File: src/core/dhp_pkg.sv
// shared constants and types for the dual uart host port
package dhp_pkg;
    ////////////////////////////////////////////////////////////////////////////////
    localparam int DATA_W = 8;
    localparam int ADDR_W = 3;
    localparam int NUM_CH = 2;
    localparam int FIFO_DEPTH_DEF = 64;

    // register offset of the fifo control register within a channel
    localparam logic [ADDR_W-1:0] FCR_ADDR = 3'h2;
    localparam int FCR_FIFO_EN_BIT = 0;
    localparam int FCR_DMA_BIT = 3;
    localparam logic FCR_FIFO_EN_RST = 1'h0;
    localparam logic FCR_DMA_RST = 1'h0;

    // line status bit positions reported or consumed by the pin logic
    localparam int LSR_THR_ROOM_BIT = 5;
    localparam int LSR_TX_EMPTY_BIT = 6;
    localparam int LSR_ERROR_BIT = 7;

    ////////////////////////////////////////////////////////////////////////////////
    // reset pulse must be strictly longer than the minimum
    localparam int CLOCK_PERIOD_NS = 20;
    localparam int RESET_MIN_NS = 40;
    localparam int RESET_MIN_CYCLES = RESET_MIN_NS / CLOCK_PERIOD_NS + 1;
    localparam int RST_CNT_W = 3;
    localparam logic [RST_CNT_W-1:0] RST_CNT_TARGET = RST_CNT_W'(RESET_MIN_CYCLES);
    localparam logic [RST_CNT_W-1:0] RST_CNT_ZERO = 3'h0;
    localparam logic [RST_CNT_W-1:0] RST_CNT_ONE = 3'h1;

    ////////////////////////////////////////////////////////////////////////////////
    typedef enum logic {
        STYLE_SINGLE,
        STYLE_DUAL
    } dhp_style_type;

    typedef enum logic [1:0] {
        BUS_IDLE,
        BUS_READ,
        BUS_WRITE
    } dhp_bus_state_type;

    localparam logic [NUM_CH-1:0] SEL_NONE = 2'h0;
    localparam logic [NUM_CH-1:0] SEL_A = 2'h1;
    localparam logic [NUM_CH-1:0] SEL_B = 2'h2;
    localparam logic [DATA_W-1:0] DATA_ZERO = 8'h00;
    localparam logic [ADDR_W-1:0] ADDR_ZERO = 3'h0;
endpackage

File: src/core/dhp_chan_pins.sv
// per-channel ready, interrupt and line status pin logic
`timescale 1ns/1ps
`default_nettype none
module dhp_chan_pins #(
    parameter int FIFO_DEPTH = 64,
    parameter int CNT_W = 7
) (
    input wire logic i_clock,
    input wire logic i_rst_n,
    input wire logic i_fifo_en,
    input wire logic i_dma_en,
    input wire logic i_auto_rs485,
    input wire logic [CNT_W-1:0] i_rx_count,
    input wire logic [CNT_W-1:0] i_tx_count,
    input wire logic [CNT_W-1:0] i_rx_trigger,
    input wire logic [CNT_W-1:0] i_tx_trigger,
    input wire logic i_rx_timeout,
    input wire logic i_lsr_error,
    input wire logic i_tx_shift_empty,
    output logic o_rx_ready_n,
    output logic o_tx_ready_n,
    output logic o_irq,
    output logic o_thr_room,
    output logic o_tx_empty
);
    localparam logic [CNT_W-1:0] CNT_ZERO = '0;
    localparam logic [CNT_W-1:0] CNT_FULL = CNT_W'(FIFO_DEPTH);

    logic rx_rdy_q, rx_rdy_d, tx_rdy_q, tx_rdy_d;
    logic tx_term_q, tx_term_d, rx_term_q, rx_term_d;
    logic room_q, room_d, empty_q, empty_d;
    logic irq_q, irq_d;
    logic rx_none, tx_none;

    ////////////////////////////////////////////////////////////////////////////////
    always_comb begin
        rx_none = (i_rx_count == CNT_ZERO);
        tx_none = (i_tx_count == CNT_ZERO);
        rx_rdy_d = rx_rdy_q;
        tx_rdy_d = tx_rdy_q;
        if (i_fifo_en && i_dma_en) begin
            // block mode: edges only, level held in between
            if (rx_none || i_lsr_error) begin
                rx_rdy_d = 1'b1;
            end else if (i_rx_count >= i_rx_trigger || i_rx_timeout) begin
                rx_rdy_d = 1'b0;
            end
            if (i_tx_count == CNT_FULL) begin
                tx_rdy_d = 1'b1;
            end else if (i_tx_count < i_tx_trigger) begin
                tx_rdy_d = 1'b0;
            end
        end else begin
            // holding register and single-character fifo read the same way
            rx_rdy_d = rx_none;
            tx_rdy_d = !tx_none;
        end
    end

    ////////////////////////////////////////////////////////////////////////////////
    always_comb begin
        tx_term_d = tx_term_q;
        rx_term_d = 1'b1;
        if (!i_fifo_en) begin
            if (!tx_none) begin
                tx_term_d = 1'b0;
            end else begin
                tx_term_d = i_auto_rs485 ? i_tx_shift_empty : 1'b1;
            end
        end else begin
            if (i_tx_count > i_tx_trigger) begin
                tx_term_d = 1'b0;
            end else if (i_auto_rs485) begin
                if (i_tx_count < i_tx_trigger || i_tx_shift_empty) begin
                    tx_term_d = 1'b1;
                end
            end else if (i_tx_count < i_tx_trigger || tx_none) begin
                tx_term_d = 1'b1;
            end
            // exactly at the trigger level the last state is kept
            rx_term_d = rx_term_q;
            if (i_rx_count < i_rx_trigger) begin
                rx_term_d = 1'b0;
            end else if (i_rx_count > i_rx_trigger) begin
                rx_term_d = 1'b1;
            end
        end
        room_d = i_fifo_en ? (i_tx_count < CNT_FULL) : tx_none;
        empty_d = tx_none && i_tx_shift_empty;
        // either source pulls the shared pin low
        irq_d = tx_term_d & rx_term_d;
    end

    ////////////////////////////////////////////////////////////////////////////////
    always_ff @(posedge i_clock) begin
        if (!i_rst_n) begin
            rx_rdy_q <= 1'b1;
            tx_rdy_q <= 1'b0;
            tx_term_q <= 1'b1;
            rx_term_q <= 1'b1;
            room_q <= 1'b1;
            empty_q <= 1'b1;
            irq_q <= 1'b1;
        end else begin
            rx_rdy_q <= rx_rdy_d;
            tx_rdy_q <= tx_rdy_d;
            tx_term_q <= tx_term_d;
            rx_term_q <= rx_term_d;
            room_q <= room_d;
            empty_q <= empty_d;
            irq_q <= irq_d;
        end
    end

    assign o_rx_ready_n = rx_rdy_q;
    assign o_tx_ready_n = tx_rdy_q;
    // registered so the pin never glitches between the two terms
    assign o_irq = irq_q;
    assign o_thr_room = room_q;
    assign o_tx_empty = empty_q;
endmodule // dhp_chan_pins
`default_nettype wire

File: src/core/dhp_host_port.sv
// host bus port of a dual uart: channel select, reset and status pins
`timescale 1ns/1ps
`default_nettype none
module dhp_host_port
    import dhp_pkg::*;
#(
    parameter int FIFO_DEPTH = FIFO_DEPTH_DEF,
    parameter int CNT_W = $clog2(FIFO_DEPTH + 1)
) (
    input wire logic i_clock,
    input wire logic i_rst_n,
    input wire logic i_bus_style,
    input wire logic i_reset_pin,
    input wire logic i_chan_a_select_n,
    input wire logic i_chan_b_select_n,
    input wire logic i_read_strobe_n,
    input wire logic i_write_strobe_n,
    input wire logic [ADDR_W-1:0] i_addr,
    input wire logic i_channel_addr_bit,
    input wire logic [DATA_W-1:0] i_data,
    input wire logic [DATA_W-1:0] i_rd_data_a,
    input wire logic [DATA_W-1:0] i_rd_data_b,
    input wire logic [NUM_CH-1:0] i_auto_rs485,
    input wire logic [NUM_CH-1:0][CNT_W-1:0] i_rx_count,
    input wire logic [NUM_CH-1:0][CNT_W-1:0] i_tx_count,
    input wire logic [NUM_CH-1:0][CNT_W-1:0] i_rx_trigger,
    input wire logic [NUM_CH-1:0][CNT_W-1:0] i_tx_trigger,
    input wire logic [NUM_CH-1:0] i_rx_timeout,
    input wire logic [NUM_CH-1:0] i_lsr_error,
    input wire logic [NUM_CH-1:0] i_tx_shift_empty,
    output logic [DATA_W-1:0] o_data,
    output logic o_data_oe,
    output logic [ADDR_W-1:0] o_reg_addr,
    output logic [DATA_W-1:0] o_wr_data,
    output logic [NUM_CH-1:0] o_wr_pulse,
    output logic [NUM_CH-1:0] o_rd_pulse,
    output logic o_chan_reset,
    output logic [NUM_CH-1:0] o_fifo_enable,
    output logic [NUM_CH-1:0] o_dma_mode,
    output logic [NUM_CH-1:0] o_rx_ready_n,
    output logic [NUM_CH-1:0] o_tx_ready_n,
    output logic o_irq_chan_a,
    output logic o_irq_chan_b,
    output logic [NUM_CH-1:0] o_lsr_thr_room,
    output logic [NUM_CH-1:0] o_lsr_tx_empty
);
    initial begin
        if (FIFO_DEPTH < 2 || FIFO_DEPTH >= (1 << CNT_W)) begin
            $error("dhp_host_port: FIFO_DEPTH does not fit CNT_W");
        end
    end

    ////////////////////////////////////////////////////////////////////////////////
    // pin synchronisers: every host pin is asynchronous to i_clock
    localparam int SYNC_W = 7 + ADDR_W + DATA_W;
    // idle pattern: strobes and selects high, dual style, reset pin low
    localparam logic [SYNC_W-1:0] SYNC_IDLE = 18'h3E000;

    logic [SYNC_W-1:0] meta_q, meta_d, sync_q, sync_d;
    logic s_style, s_reset_pin, s_csa_n, s_csb_n, s_rd_n, s_wr_n, s_abit;
    logic [ADDR_W-1:0] s_addr;
    logic [DATA_W-1:0] s_data;

    always_comb begin
        meta_d = {i_bus_style, i_chan_a_select_n, i_chan_b_select_n, i_read_strobe_n,
                  i_write_strobe_n, i_reset_pin, i_channel_addr_bit, i_addr, i_data};
        sync_d = meta_q;
    end

    always_ff @(posedge i_clock) begin
        if (!i_rst_n) begin
            meta_q <= SYNC_IDLE;
            sync_q <= SYNC_IDLE;
        end else begin
            meta_q <= meta_d;
            sync_q <= sync_d;
        end
    end

    assign {s_style, s_csa_n, s_csb_n, s_rd_n, s_wr_n, s_reset_pin, s_abit, s_addr, s_data}
        = sync_q;

    ////////////////////////////////////////////////////////////////////////////////
    // reset pin qualification; a glitch shorter than the minimum is ignored
    logic [RST_CNT_W-1:0] rst_cnt_q, rst_cnt_d;
    logic chan_rst_q, chan_rst_d;
    logic pin_rst_active;
    logic dev_rst_n;

    always_comb begin
        // dual style uses an active high pin, single style active low
        pin_rst_active = (dhp_style_type'(s_style) == STYLE_DUAL) ? s_reset_pin
                                                                : !s_reset_pin;
        rst_cnt_d = RST_CNT_ZERO;
        if (pin_rst_active) begin
            rst_cnt_d = (rst_cnt_q == RST_CNT_TARGET) ? rst_cnt_q : rst_cnt_q + RST_CNT_ONE;
        end
        // third consecutive active sample asserts: pulse strictly longer than the minimum
        chan_rst_d = pin_rst_active && (rst_cnt_d == RST_CNT_TARGET);
    end

    always_ff @(posedge i_clock) begin
        if (!i_rst_n) begin
            rst_cnt_q <= RST_CNT_ZERO;
            chan_rst_q <= 1'b0;
        end else begin
            rst_cnt_q <= rst_cnt_d;
            chan_rst_q <= chan_rst_d;
        end
    end

    assign dev_rst_n = i_rst_n && !chan_rst_q;

    ////////////////////////////////////////////////////////////////////////////////
    // channel decode and asynchronous bus cycle tracking
    dhp_bus_state_type state_q, state_d;
    logic [NUM_CH-1:0] sel_now, sel_q, sel_d;
    logic [NUM_CH-1:0] wr_pulse_q, wr_pulse_d, rd_pulse_q, rd_pulse_d;
    logic [ADDR_W-1:0] addr_q, addr_d;
    logic [DATA_W-1:0] wdata_q, wdata_d, rdata_q, rdata_d;
    logic oe_q, oe_d;
    logic one_sel;

    always_comb begin
        if (dhp_style_type'(s_style) == STYLE_DUAL) begin
            sel_now = {!s_csb_n, !s_csa_n};
        end else if (!s_csa_n) begin
            sel_now = s_abit ? SEL_B : SEL_A;
        end else begin
            sel_now = SEL_NONE;
        end
    end

    always_comb begin
        state_d = state_q;
        sel_d = sel_q;
        addr_d = addr_q;
        wdata_d = wdata_q;
        rdata_d = rdata_q;
        oe_d = 1'b0;
        wr_pulse_d = SEL_NONE;
        rd_pulse_d = SEL_NONE;
        one_sel = (sel_q == SEL_A) || (sel_q == SEL_B);
        unique case (state_q)
            BUS_IDLE: begin
                // a cycle exists only while select and a strobe are both low
                if (sel_now != SEL_NONE && !s_rd_n) begin
                    state_d = BUS_READ;
                    sel_d = sel_now;
                    addr_d = s_addr;
                    // a read of both channels at once is refused
                    if (sel_now == SEL_A || sel_now == SEL_B) begin
                        rd_pulse_d = sel_now;
                    end
                end else if (sel_now != SEL_NONE && !s_wr_n) begin
                    state_d = BUS_WRITE;
                    sel_d = sel_now;
                    addr_d = s_addr;
                    wdata_d = s_data;
                end
            end
            BUS_READ: begin
                rdata_d = (sel_q == SEL_B) ? i_rd_data_b : i_rd_data_a;
                if (s_rd_n || sel_now != sel_q) begin
                    state_d = BUS_IDLE;
                end else begin
                    oe_d = one_sel;
                end
            end
            BUS_WRITE: begin
                // data latched while the strobe is low, committed at its rising edge
                if (s_wr_n) begin
                    wr_pulse_d = sel_q;
                    state_d = BUS_IDLE;
                end else begin
                    addr_d = s_addr;
                    wdata_d = s_data;
                    if (sel_now == SEL_NONE) begin
                        state_d = BUS_IDLE;
                    end
                end
            end
        endcase
    end

    always_ff @(posedge i_clock) begin
        if (!dev_rst_n) begin
            state_q <= BUS_IDLE;
            sel_q <= SEL_NONE;
            addr_q <= ADDR_ZERO;
            wdata_q <= DATA_ZERO;
            rdata_q <= DATA_ZERO;
            oe_q <= 1'b0;
            wr_pulse_q <= SEL_NONE;
            rd_pulse_q <= SEL_NONE;
        end else begin
            state_q <= state_d;
            sel_q <= sel_d;
            addr_q <= addr_d;
            wdata_q <= wdata_d;
            rdata_q <= rdata_d;
            oe_q <= oe_d;
            wr_pulse_q <= wr_pulse_d;
            rd_pulse_q <= rd_pulse_d;
        end
    end

    ////////////////////////////////////////////////////////////////////////////////
    // per-channel fifo control bits and status pins
    logic [NUM_CH-1:0] fifo_en_q, fifo_en_d, dma_q, dma_d;
    logic [NUM_CH-1:0] irq_ch;

    always_comb begin
        fifo_en_d = fifo_en_q;
        dma_d = dma_q;
        for (int ch = 0; ch < NUM_CH; ch++) begin
            if (wr_pulse_d[ch] && addr_q == FCR_ADDR) begin
                fifo_en_d[ch] = wdata_q[FCR_FIFO_EN_BIT];
                dma_d[ch] = wdata_q[FCR_DMA_BIT];
            end
        end
    end

    always_ff @(posedge i_clock) begin
        if (!dev_rst_n) begin
            fifo_en_q <= {NUM_CH{FCR_FIFO_EN_RST}};
            dma_q <= {NUM_CH{FCR_DMA_RST}};
        end else begin
            fifo_en_q <= fifo_en_d;
            dma_q <= dma_d;
        end
    end

    generate
        for (genvar ch = 0; ch < NUM_CH; ch++) begin : g_chan
            dhp_chan_pins #(
                .FIFO_DEPTH(FIFO_DEPTH),
                .CNT_W(CNT_W)
            ) u_pins (
                .i_clock(i_clock),
                .i_rst_n(dev_rst_n),
                .i_fifo_en(fifo_en_q[ch]),
                .i_dma_en(dma_q[ch]),
                .i_auto_rs485(i_auto_rs485[ch]),
                .i_rx_count(i_rx_count[ch]),
                .i_tx_count(i_tx_count[ch]),
                .i_rx_trigger(i_rx_trigger[ch]),
                .i_tx_trigger(i_tx_trigger[ch]),
                .i_rx_timeout(i_rx_timeout[ch]),
                .i_lsr_error(i_lsr_error[ch]),
                .i_tx_shift_empty(i_tx_shift_empty[ch]),
                .o_rx_ready_n(o_rx_ready_n[ch]),
                .o_tx_ready_n(o_tx_ready_n[ch]),
                .o_irq(irq_ch[ch]),
                .o_thr_room(o_lsr_thr_room[ch]),
                .o_tx_empty(o_lsr_tx_empty[ch])
            );
        end
    endgenerate

    ////////////////////////////////////////////////////////////////////////////////
    assign o_data = rdata_q;
    assign o_data_oe = oe_q;
    assign o_reg_addr = addr_q;
    assign o_wr_data = wdata_q;
    assign o_wr_pulse = wr_pulse_q;
    assign o_rd_pulse = rd_pulse_q;
    assign o_chan_reset = chan_rst_q;
    assign o_fifo_enable = fifo_en_q;
    assign o_dma_mode = dma_q;
    assign o_irq_chan_a = irq_ch[0];
    assign o_irq_chan_b = irq_ch[1];
endmodule // dhp_host_port
`default_nettype wire

File: config.mk
export PLATFORM = sky130hd
export DESIGN_NAME = dhp_host_port
export DESIGN_NICKNAME = d
export VERILOG_FILES = /design/src/core/dhp_pkg.sv /design/src/core/dhp_chan_pins.sv /design/src/core/dhp_host_port.sv
export SDC_FILE = /design/constraint.sdc
export NUM_CORES = 1
export LEC_CHECK = 0
export ABC_AREA = 1
export BUFFER_PORTS_ARGS = -buffer_cell sky130_fd_sc_hd__buf_2
export CORE_MARGIN = 3
export CORE_UTILIZATION = 40
export CTS_CLUSTER_DIAMETER = 200
export DETAILED_ROUTE_END_ITERATION = 10
export PLACE_DENSITY = 0.73
export RECOVER_POWER = 100
export SYNTH_ARGS = -nofsm -noshare
export SYNTH_HDL_FRONTEND = slang
export SYNTH_SLANG_ARGS = --single-unit
File: constraint.sdc
create_clock -name i_clock -period 2.1 [get_ports i_clock]
set_input_delay 0.21 -clock i_clock [delete_from_list [all_inputs] [get_ports i_clock]]
set_output_delay 0.21 -clock i_clock [all_outputs]
set_load 0.005 [all_outputs]
# --- After elaboration in Yosys (flattened, before gate mapping) ---
# Cells that the tools add are included.
word_totals:
  regBits: 86
  input_bits: 100
  wordCells: 172
classes:
  addsub: 1
  n_lt_le_gt_ge: 12
  n_eq_ne: 22
  mux: 59
  n_bitwise: 4
  n_reduce_logical: 44
ops:
  columns: ["operator", "n"]
  rows:
  - ["$mux 1", 35]
  - ["$mux 8", 4]
  - ["$gt 7x7->1", 4]
  - ["$logic_not 7->1", 4]
  - ["$lt 7x7->1", 4]
  - ["$mux 2", 12]
  - ["$ne 3x3->1 const B", 6]
  - ["$pmux 8 s2", 1]
  - ["$mux 3", 5]
  - ["$eq 7x7->1 const B", 2]
  - ["$ge 7x7->1", 2]
  - ["$lt 7x7->1 const B", 2]
  - ["$logic_or 1x1->1", 11]
  - ["$logic_and 1x1->1", 10]
  - ["$eq 3x2->1 const B", 3]
  - ["$logic_not 1->1", 8]
  - ["$ne 2x2->1 const B", 4]
  - ["$reduce_and 4->1", 2]
  - ["$eq 2x1->1 const B", 3]
  - ["$eq 2x2->1 const B", 3]
  - ["$pmux 2 s3", 1]
  - ["$pmux 3 s2", 1]
  - ["$reduce_and 3->1", 2]
  - ["$reduce_bool 2->1", 3]
  - ["7 further kinds", 10]

# --- Longest topological paths before layout ---
# Gate-level depths: netlist of run 1.
logic_depth:
  ltp_word: 8
  mapped_depth: 11
  ltp_nobuf: 10

# --- Hierarchy ---
# From an unflattened synthesis of run 1, not the netlist that was laid out.
unflattened:
  hier_cells: 531
  area_unflattened_um2: 4010.1
by_module_without_submodules:
  columns: ["module", "n_inst", "cells_each", "area_each_um2", "seq_area_each_um2"]
  rows:
  - ["dhp_host_port", 1, 323, 2608.8, 1441.4]
  - ["dhp_chan_pins", 2, 104, 700.7, 140.1]

# --- Least setup slack after synthesis of run 1 ---
# OpenSTA, ideal clock, no wires.
synth_path:
  path_type: "register to register"
  start: "register sync_q[17]"
  end: "register wdata_q[5], in the netlist o_wr_data[5]"
  t_arrival_ps: 1603
  t_required_ps: 1985
  slack_ps: 382
  stages_incl_launch_ff: 11
  n_path_buf: 1
  path_cell_list: "dfxtp_1 > inv_2 > or2_4 > nand2_4 > inv_1 > ha_1 > o21ai_1 > nand3_4 > buf_6 > o21ai_2 > a21oi_2"
synth_via:
  elab_chain_cells: 5
  word_cells_on_any_way: 7
  classes_between: "eq/ne: 2; mux: 1; reduce/logical: 4"
synth_rtl:
  columns: ["item", "line", "rtl"]
  rows:
  - ["start, declared", "dhp_host_port.sv:59", "logic [SYNC_W-1:0] meta_q, meta_d, sync_q, sync_d;"]
  - ["start signal, assigned", "dhp_host_port.sv:76", "sync_q <= sync_d;"]
  - ["$mux 2 *", "dhp_host_port.sv:125", "if (dhp_style_type'(s_style) == STYLE_DUAL) begin"]
  - ["$reduce_bool 2->1 *", "dhp_host_port.sv:147, dhp_host_port.sv:155", null]
  - ["$logic_and 1x1->1 (on tied branches)", "dhp_host_port.sv:155, dhp_host_port.sv:147", null]
  - ["$ne 2x2->1 (no source line)", null, null]
  - ["$reduce_and 4->1 (no source line) *", null, null]
  - ["end signal, assigned", "dhp_host_port.sv:200", "wdata_q <= wdata_d;"]
  - ["end, declared", "dhp_host_port.sv:120", "logic [DATA_W-1:0] wdata_q, wdata_d, rdata_q, rdata_d;"]
# Every way passes the cells marked *; elsewhere a longest branch is shown, timed or not.
# A chain may end at the register's enable or synchronous reset.

# --- Worst setup path after layout of run 1 ---
layout_path:
  start: "register sync_q[17]"
  end: "register wdata_q[7], in the netlist o_wr_data[7]"
# The elaborated chain is that of the path after synthesis.

==> run metrics, run 1 <==
gp weighted congestion 0.883; CORE AREA 0.00995 mm²; gr ovfl total 0; CTS sink cnt 86; LEAKAGE 2.66 nW; Layout area overhead 20.2%; Synth Register Bits 86; final setup vio count 0; root buffer cell clkbuf_8; fin nets 802; hold_buf cts 0; total CTS buffers 9; Finished Layout Cells 806; sequential area share after synthesis 41.2%; die area 0.0117 mm²; Post-Syn Nets 674; worst reg2reg endpoint o_wr_data[7]; Post-synth ARST share 0%; dpl ws 0.215 ns; Max stage delay on crit path 0.31 ns; share of layout cells above drive strength 1 23.2%; Relative slew margins 33.8%; drt total wl 8.80 mm; Routed met3 length 592 µm; first-pass GRT wire length 14.0 mm; CTS resizes 0; hold_sp i_data[7]; kind of critical path reg2reg; worst min-delay path endpoint meta_q[7]; initial antenna violation count 0; final setup TNS 0 ns; Post-Place Cell Area 0.00489 mm²; Synth Area per Inst 7.74 µm²; post-synthesis instance total 540; WL/cell 10.9 µm; All-Layer GR Usage 14.6%; Fmax 0.524 GHz; CP arrival 2.18 ns; Die Width 108 µm; Synth Flop Type dfxtp_1; Cell Area, Synth 0.00418 mm²; Clk Latency, worst-skew pair 0.34 ns; final antenna diode count 0; Critical-path top delay cell dfxtp_1; CP startpoint kind flop; Layout Skew 0.00986 ns; Max Root-Sink Buffers 2; IO Pins 139; maximum vdd drop 613 µV; Initial Util 42.0%; setup bufs post-CTS 0; vias in the first global route 3444; Final Max Slew Viols 0; met2 WL 4.26 mm; max layer used met4; status completed; FF-to-FF path depth 10; Vias/cell 4.54; Crit path buffers/inverters 2; Worst Hold Depth 3; commonest non-fill, non-tap cell in the layout inv_1; CP endpoint kind flop; CTS clock-pin slew for the worst setup and hold paths 0.09 ns; placed cells 790; 1st-iter DRT viols 100; FP Rows 36; Final Core Density 50.5%; PortBufs 138; Required @ worst endpoint 2.37 ns; CTS tree built; DP Wirelength 7.17 mm; minimum clock period 1.91 ns; fin area 0.00503 mm²; register-to-register setup slack 0.19 ns; final hold slack 0.0434 ns; Vert. Die Dim 108 µm; worst slew pin tran 0.993 ns; max-cap violations 0; Hold Path Class in2reg; pin count of the biggest net entering global routing 28; DRC 0; crit path max fanout 16; crit-path leading delay family simple AND/OR/NAND/NOR gates; Fin. Hold Viols 0; CP Cell Sequence inv_1, or2_4, nand2_4, inv_1, ha_1, nor2_1, nand2_1, nand3_4, o21ai_0, a21oi_1; final worst-path cycle share 90.9%; Pre-antenna DRT Iters 4; Yosys cell types 40; Cell Pwr Density 855 mW/mm²; YS warnings 0; count of flip-flops with a built-in enable after synthesis 0; Routed met1 length 3.89 mm; most frequent cells in the layout inv_1 (112), nand2_1 (106), buf_2 (106), dfxtp_1 (86), a21oi_1 (36); Worst path most repeated cell inv_1; CTS H-tree depth 3; Pwr Total 4.29 mW; RR Startpoint sync_q[17]; antenna-violating nets left 0; post-route setup slack 0.190 ns; # fillers 1020; detailed-route via count 3658; RSZ-0062 raised after global routing no
==> cells by family (layout without fill, tap and decap cells) <==
family | Yosys count | in the layout | synth area share (%)
xor gates and xnor gates | 1 | 1 | 0.210
adders and majority gates | 34 | 34 | 10.2
DFF | 86 | 86 | 41.2
and+or+nand+nor | 192 | 192 | 21.4
AOI/OAI and AO/OA | 88 | 88 | 12.7
buffers and inverters | 139 | 272 | 14.4
==> worst max-delay path by stage <==
stage	start	endpoint	slack (ns)	cells past startpoint
6_report	sync_q[17]	o_wr_data[7]	0.19	10
5_1_grt	sync_q[17]	o_wr_data[0]	0.03	10
4_1_cts	sync_q[17]	o_wr_data[7]	0.19	9
3_5_place_dp	sync_q[17]	o_wr_data[7]	0.21	9
3_3_place_gp	sync_q[17]	o_wr_data[0]	0.29	9
2_1_floorplan	sync_q[17]	o_wr_data[5]	0.38	10
==> Yosys cell counts, types with 5 or more instances <==
library cell    n  share of area, %
a21oi_2         5               1.0
o21ai_1         7              0.84
a21oi_1        36               4.3
nor3_1          5              0.60
inv_1         109               9.8
inv_2           6              0.54
or2_2          11               1.6
o211ai_1        9               1.6
buf_4          14               2.5
nor2_1         23               2.1
nand2_1       105               9.4
o21ai_0        17               2.0
nand3_1        23               2.8
dfxtp_1        86                41
ha_1           34                10
==> flip-flops by register name (all words and copies together) (netlist names), 3 cells and up <==
name        count
o_data          8
rst_cnt_q       3
o_wr_data       8
o_reg_addr      3
sync_q         18
meta_q         18
==> metal layers <==
metal | vias up | track usage, %
met4 | 0 | 3.70
li1 | 1936 | -
met1 | 1614 | 16.4
met3 | 8 | 3.22
met2 | 100 | 27.6
met5 | - | 0
==> power breakdown <==
part	leakage (nW)	internal (mW)	switching, mW
sequential	0.709	1.85	0.118
combinational	1.85	0.488	0.698
clock	0.0973	0.559	0.581
==> final cells by class <==
| class | count | area (µm²) | area share, % |
|---|---|---|---|
| Clock buffer | 10 | 128 | 2.54 |
| Clock inverter | 6 | 68.8 | 1.37 |
| Inverter | 115 | 432 | 8.59 |
| Multi-Input combinational cell | 315 | 1840 | 36.6 |
| Sequential cell | 86 | 1720 | 34.3 |
| Tap cell | 133 | 166 | 3.31 |
| Timing Repair Buffer | 141 | 669 | 13.3 |
==> tightest hold or removal path, stage by stage <==
cell,delay (ns)
buf_2,0.07
nand2_1,0.04
inv_1,0.04
No activity file was read; power rests on OpenSTA's default activity.
==> inputs of run 2 (changes only) <==
--- a/config.mk
+++ b/config.mk
@@ -12,7 +12,6 @@
 export CTS_CLUSTER_DIAMETER = 200
 export DETAILED_ROUTE_END_ITERATION = 10
 export PLACE_DENSITY = 0.73
-export RECOVER_POWER = 100
 export SYNTH_ARGS = -nofsm -noshare
 export SYNTH_HDL_FRONTEND = slang
 export SYNTH_SLANG_ARGS = --single-unit
==> run 2 against run 1 <==
Against the previous run: design area is 1.2% higher; clock skew about the same; via count increased by 0.82%; critical path depth fell by 1; routed wire length about the same; largest power group unchanged; core utilization rose by 0.62 points; first-iteration DRC count is 12% lower; sequential share of layout area down 0.41 points.
==> run metrics, run 2 (synthesized netlist as in run 1, its figures left out) <==
Layout area overhead 21.7%; CORE AREA 0.00995 mm²; Final Core Density 51.1%; FP Rows 36; hold_buf cts 0; Pre-antenna DRT Iters 5; final antenna diode count 0; CTS tree built; vias in the first global route 3444; initial antenna violation count 0; LEAKAGE 2.78 nW; worst slew pin tran 0.488 ns; IO Pins 139; first-pass GRT wire length 14.0 mm; pin count of the biggest net entering global routing 28; Max Root-Sink Buffers 2; fin nets 802; Required @ worst endpoint 2.33 ns; commonest non-fill, non-tap cell in the layout buf_2; Hold Path Class in2reg; All-Layer GR Usage 14.6%; CP startpoint sync_q[17]; area of the multi-input gates 0.00186 mm²; CTS resizes 0; CP arrival 2.13 ns; gr ovfl total 0; CTS sink cnt 86; antenna-violating nets left 0; minimum clock period 1.90 ns; RR Startpoint sync_q[17]; worst reg2reg endpoint o_wr_data[1]; detailed-route via count 3688; Top Registers meta_q (18), sync_q (18); kind of critical path reg2reg; max layer used met4; Clk Latency, worst-skew pair 0.34 ns; Pwr Total 4.36 mW; CP startpoint kind flop; most frequent cells in the layout buf_2 (138), inv_1 (109), nand2_1 (105), dfxtp_1 (86), a21oi_1 (36); CTS clock-pin slew for the worst setup and hold paths 0.09 ns; final setup TNS 0 ns; Vias/cell 4.58; status completed; 1st-iter DRT viols 88; Worst Hold Depth 3; DRC 0; gp weighted congestion 0.883; drt total wl 8.80 mm; Die Width 108 µm; Post-Place Cell Area 0.00489 mm²; crit path max fanout 16; Fin. Hold Viols 0; Final Max Slew Viols 0; final setup vio count 0; Vert. Die Dim 108 µm; root buffer cell clkbuf_8; FF-to-FF path depth 9; Cell Pwr Density 856 mW/mm²; share of layout cells above drive strength 1 29.3%; WL/cell 10.9 µm; setup bufs post-CTS 0; Initial Util 42.0%; CP endpoint kind flop; worst min-delay path endpoint meta_q[7]; RSZ-0062 raised after global routing no; register-to-register setup slack 0.20 ns; PortBufs 138; met2 WL 4.29 mm; Fmax 0.526 GHz; die area 0.0117 mm²; final worst-path cycle share 90.6%; Relative slew margins 67.4%; Routed met1 length 3.84 mm; max-cap violations 0; Routed met3 length 612 µm; CTS H-tree depth 3; Layout Skew 0.00978 ns; hold_sp i_data[7]; Seq. cell area 0.00172 mm²; total CTS buffers 9; # fillers 991; maximum vdd drop 623 µV; fin area 0.00509 mm²; DP Wirelength 7.17 mm
[run 2: cell count changes in the layout (fill, tap and decap cells not counted), sizes merged]
cell | before | now
buf | 110 | 141
clkbuf | 41 | 10
[run 2: layer usage]
| metal | global-route usage [%] | vias to the layer above |
|---|---|---|
| met5 | 0 | - |
| met4 | 3.70 | 0 |
| met3 | 3.22 | 8 |
| met2 | 27.6 | 109 |
| met1 | 16.4 | 1636 |
| li1 | - | 1935 |
[run 2: power by group]
group          switching, mW  internal [mW]  leakage, nW
logic                  0.715          0.532         1.98
clock network          0.584          0.559       0.0973
registers              0.115           1.85        0.709
[run 2: worst max path at each step]
stage / end / slack, ns / cells after the start
final: o_wr_data[1] / 0.20 / 9
after detailed placement: o_wr_data[7] / 0.21 / 9
after global placement: o_wr_data[0] / 0.29 / 9
after global routing: o_wr_data[2] / 0.05 / 9
after floorplan: o_wr_data[5] / 0.38 / 10
after CTS: o_wr_data[7] / 0.19 / 9
[run 2: cell type report]
| type | instances | share of cell area [%] |
|---|---|---|
| repair buffers | 141 | 14.0 |
| clock buffers | 10 | 2.51 |
| flip-flops and latches | 86 | 33.8 |
| inverters | 115 | 8.48 |
| well taps | 133 | 3.27 |
| multi-input cells | 315 | 36.5 |
| clock inverters | 6 | 1.35 |
[run 2: worst max-delay path: stages (launching register included)]
cell and delay, ns:
dfxtp_1 0.33, inv_2 0.06, or2_4 0.24, nand2_4 0.07, inv_1 0.04, ha_1 0.25, o21ai_1 0.29, nand3_4 0.24
o21ai_0 0.22, a21oi_1 0.05
[run 2: stage by stage]
step	instances	hold slack (ns)	setup WS (ns)
2_1_floorplan	540	0.308	0.382
3_3_place_gp	790	0.390	0.294
3_5_place_dp	790	0.395	0.215
4_1_cts	806	0.0258	0.194
5_1_grt	806	0.0335	0.0506
6_report	806	0.0436	0.197
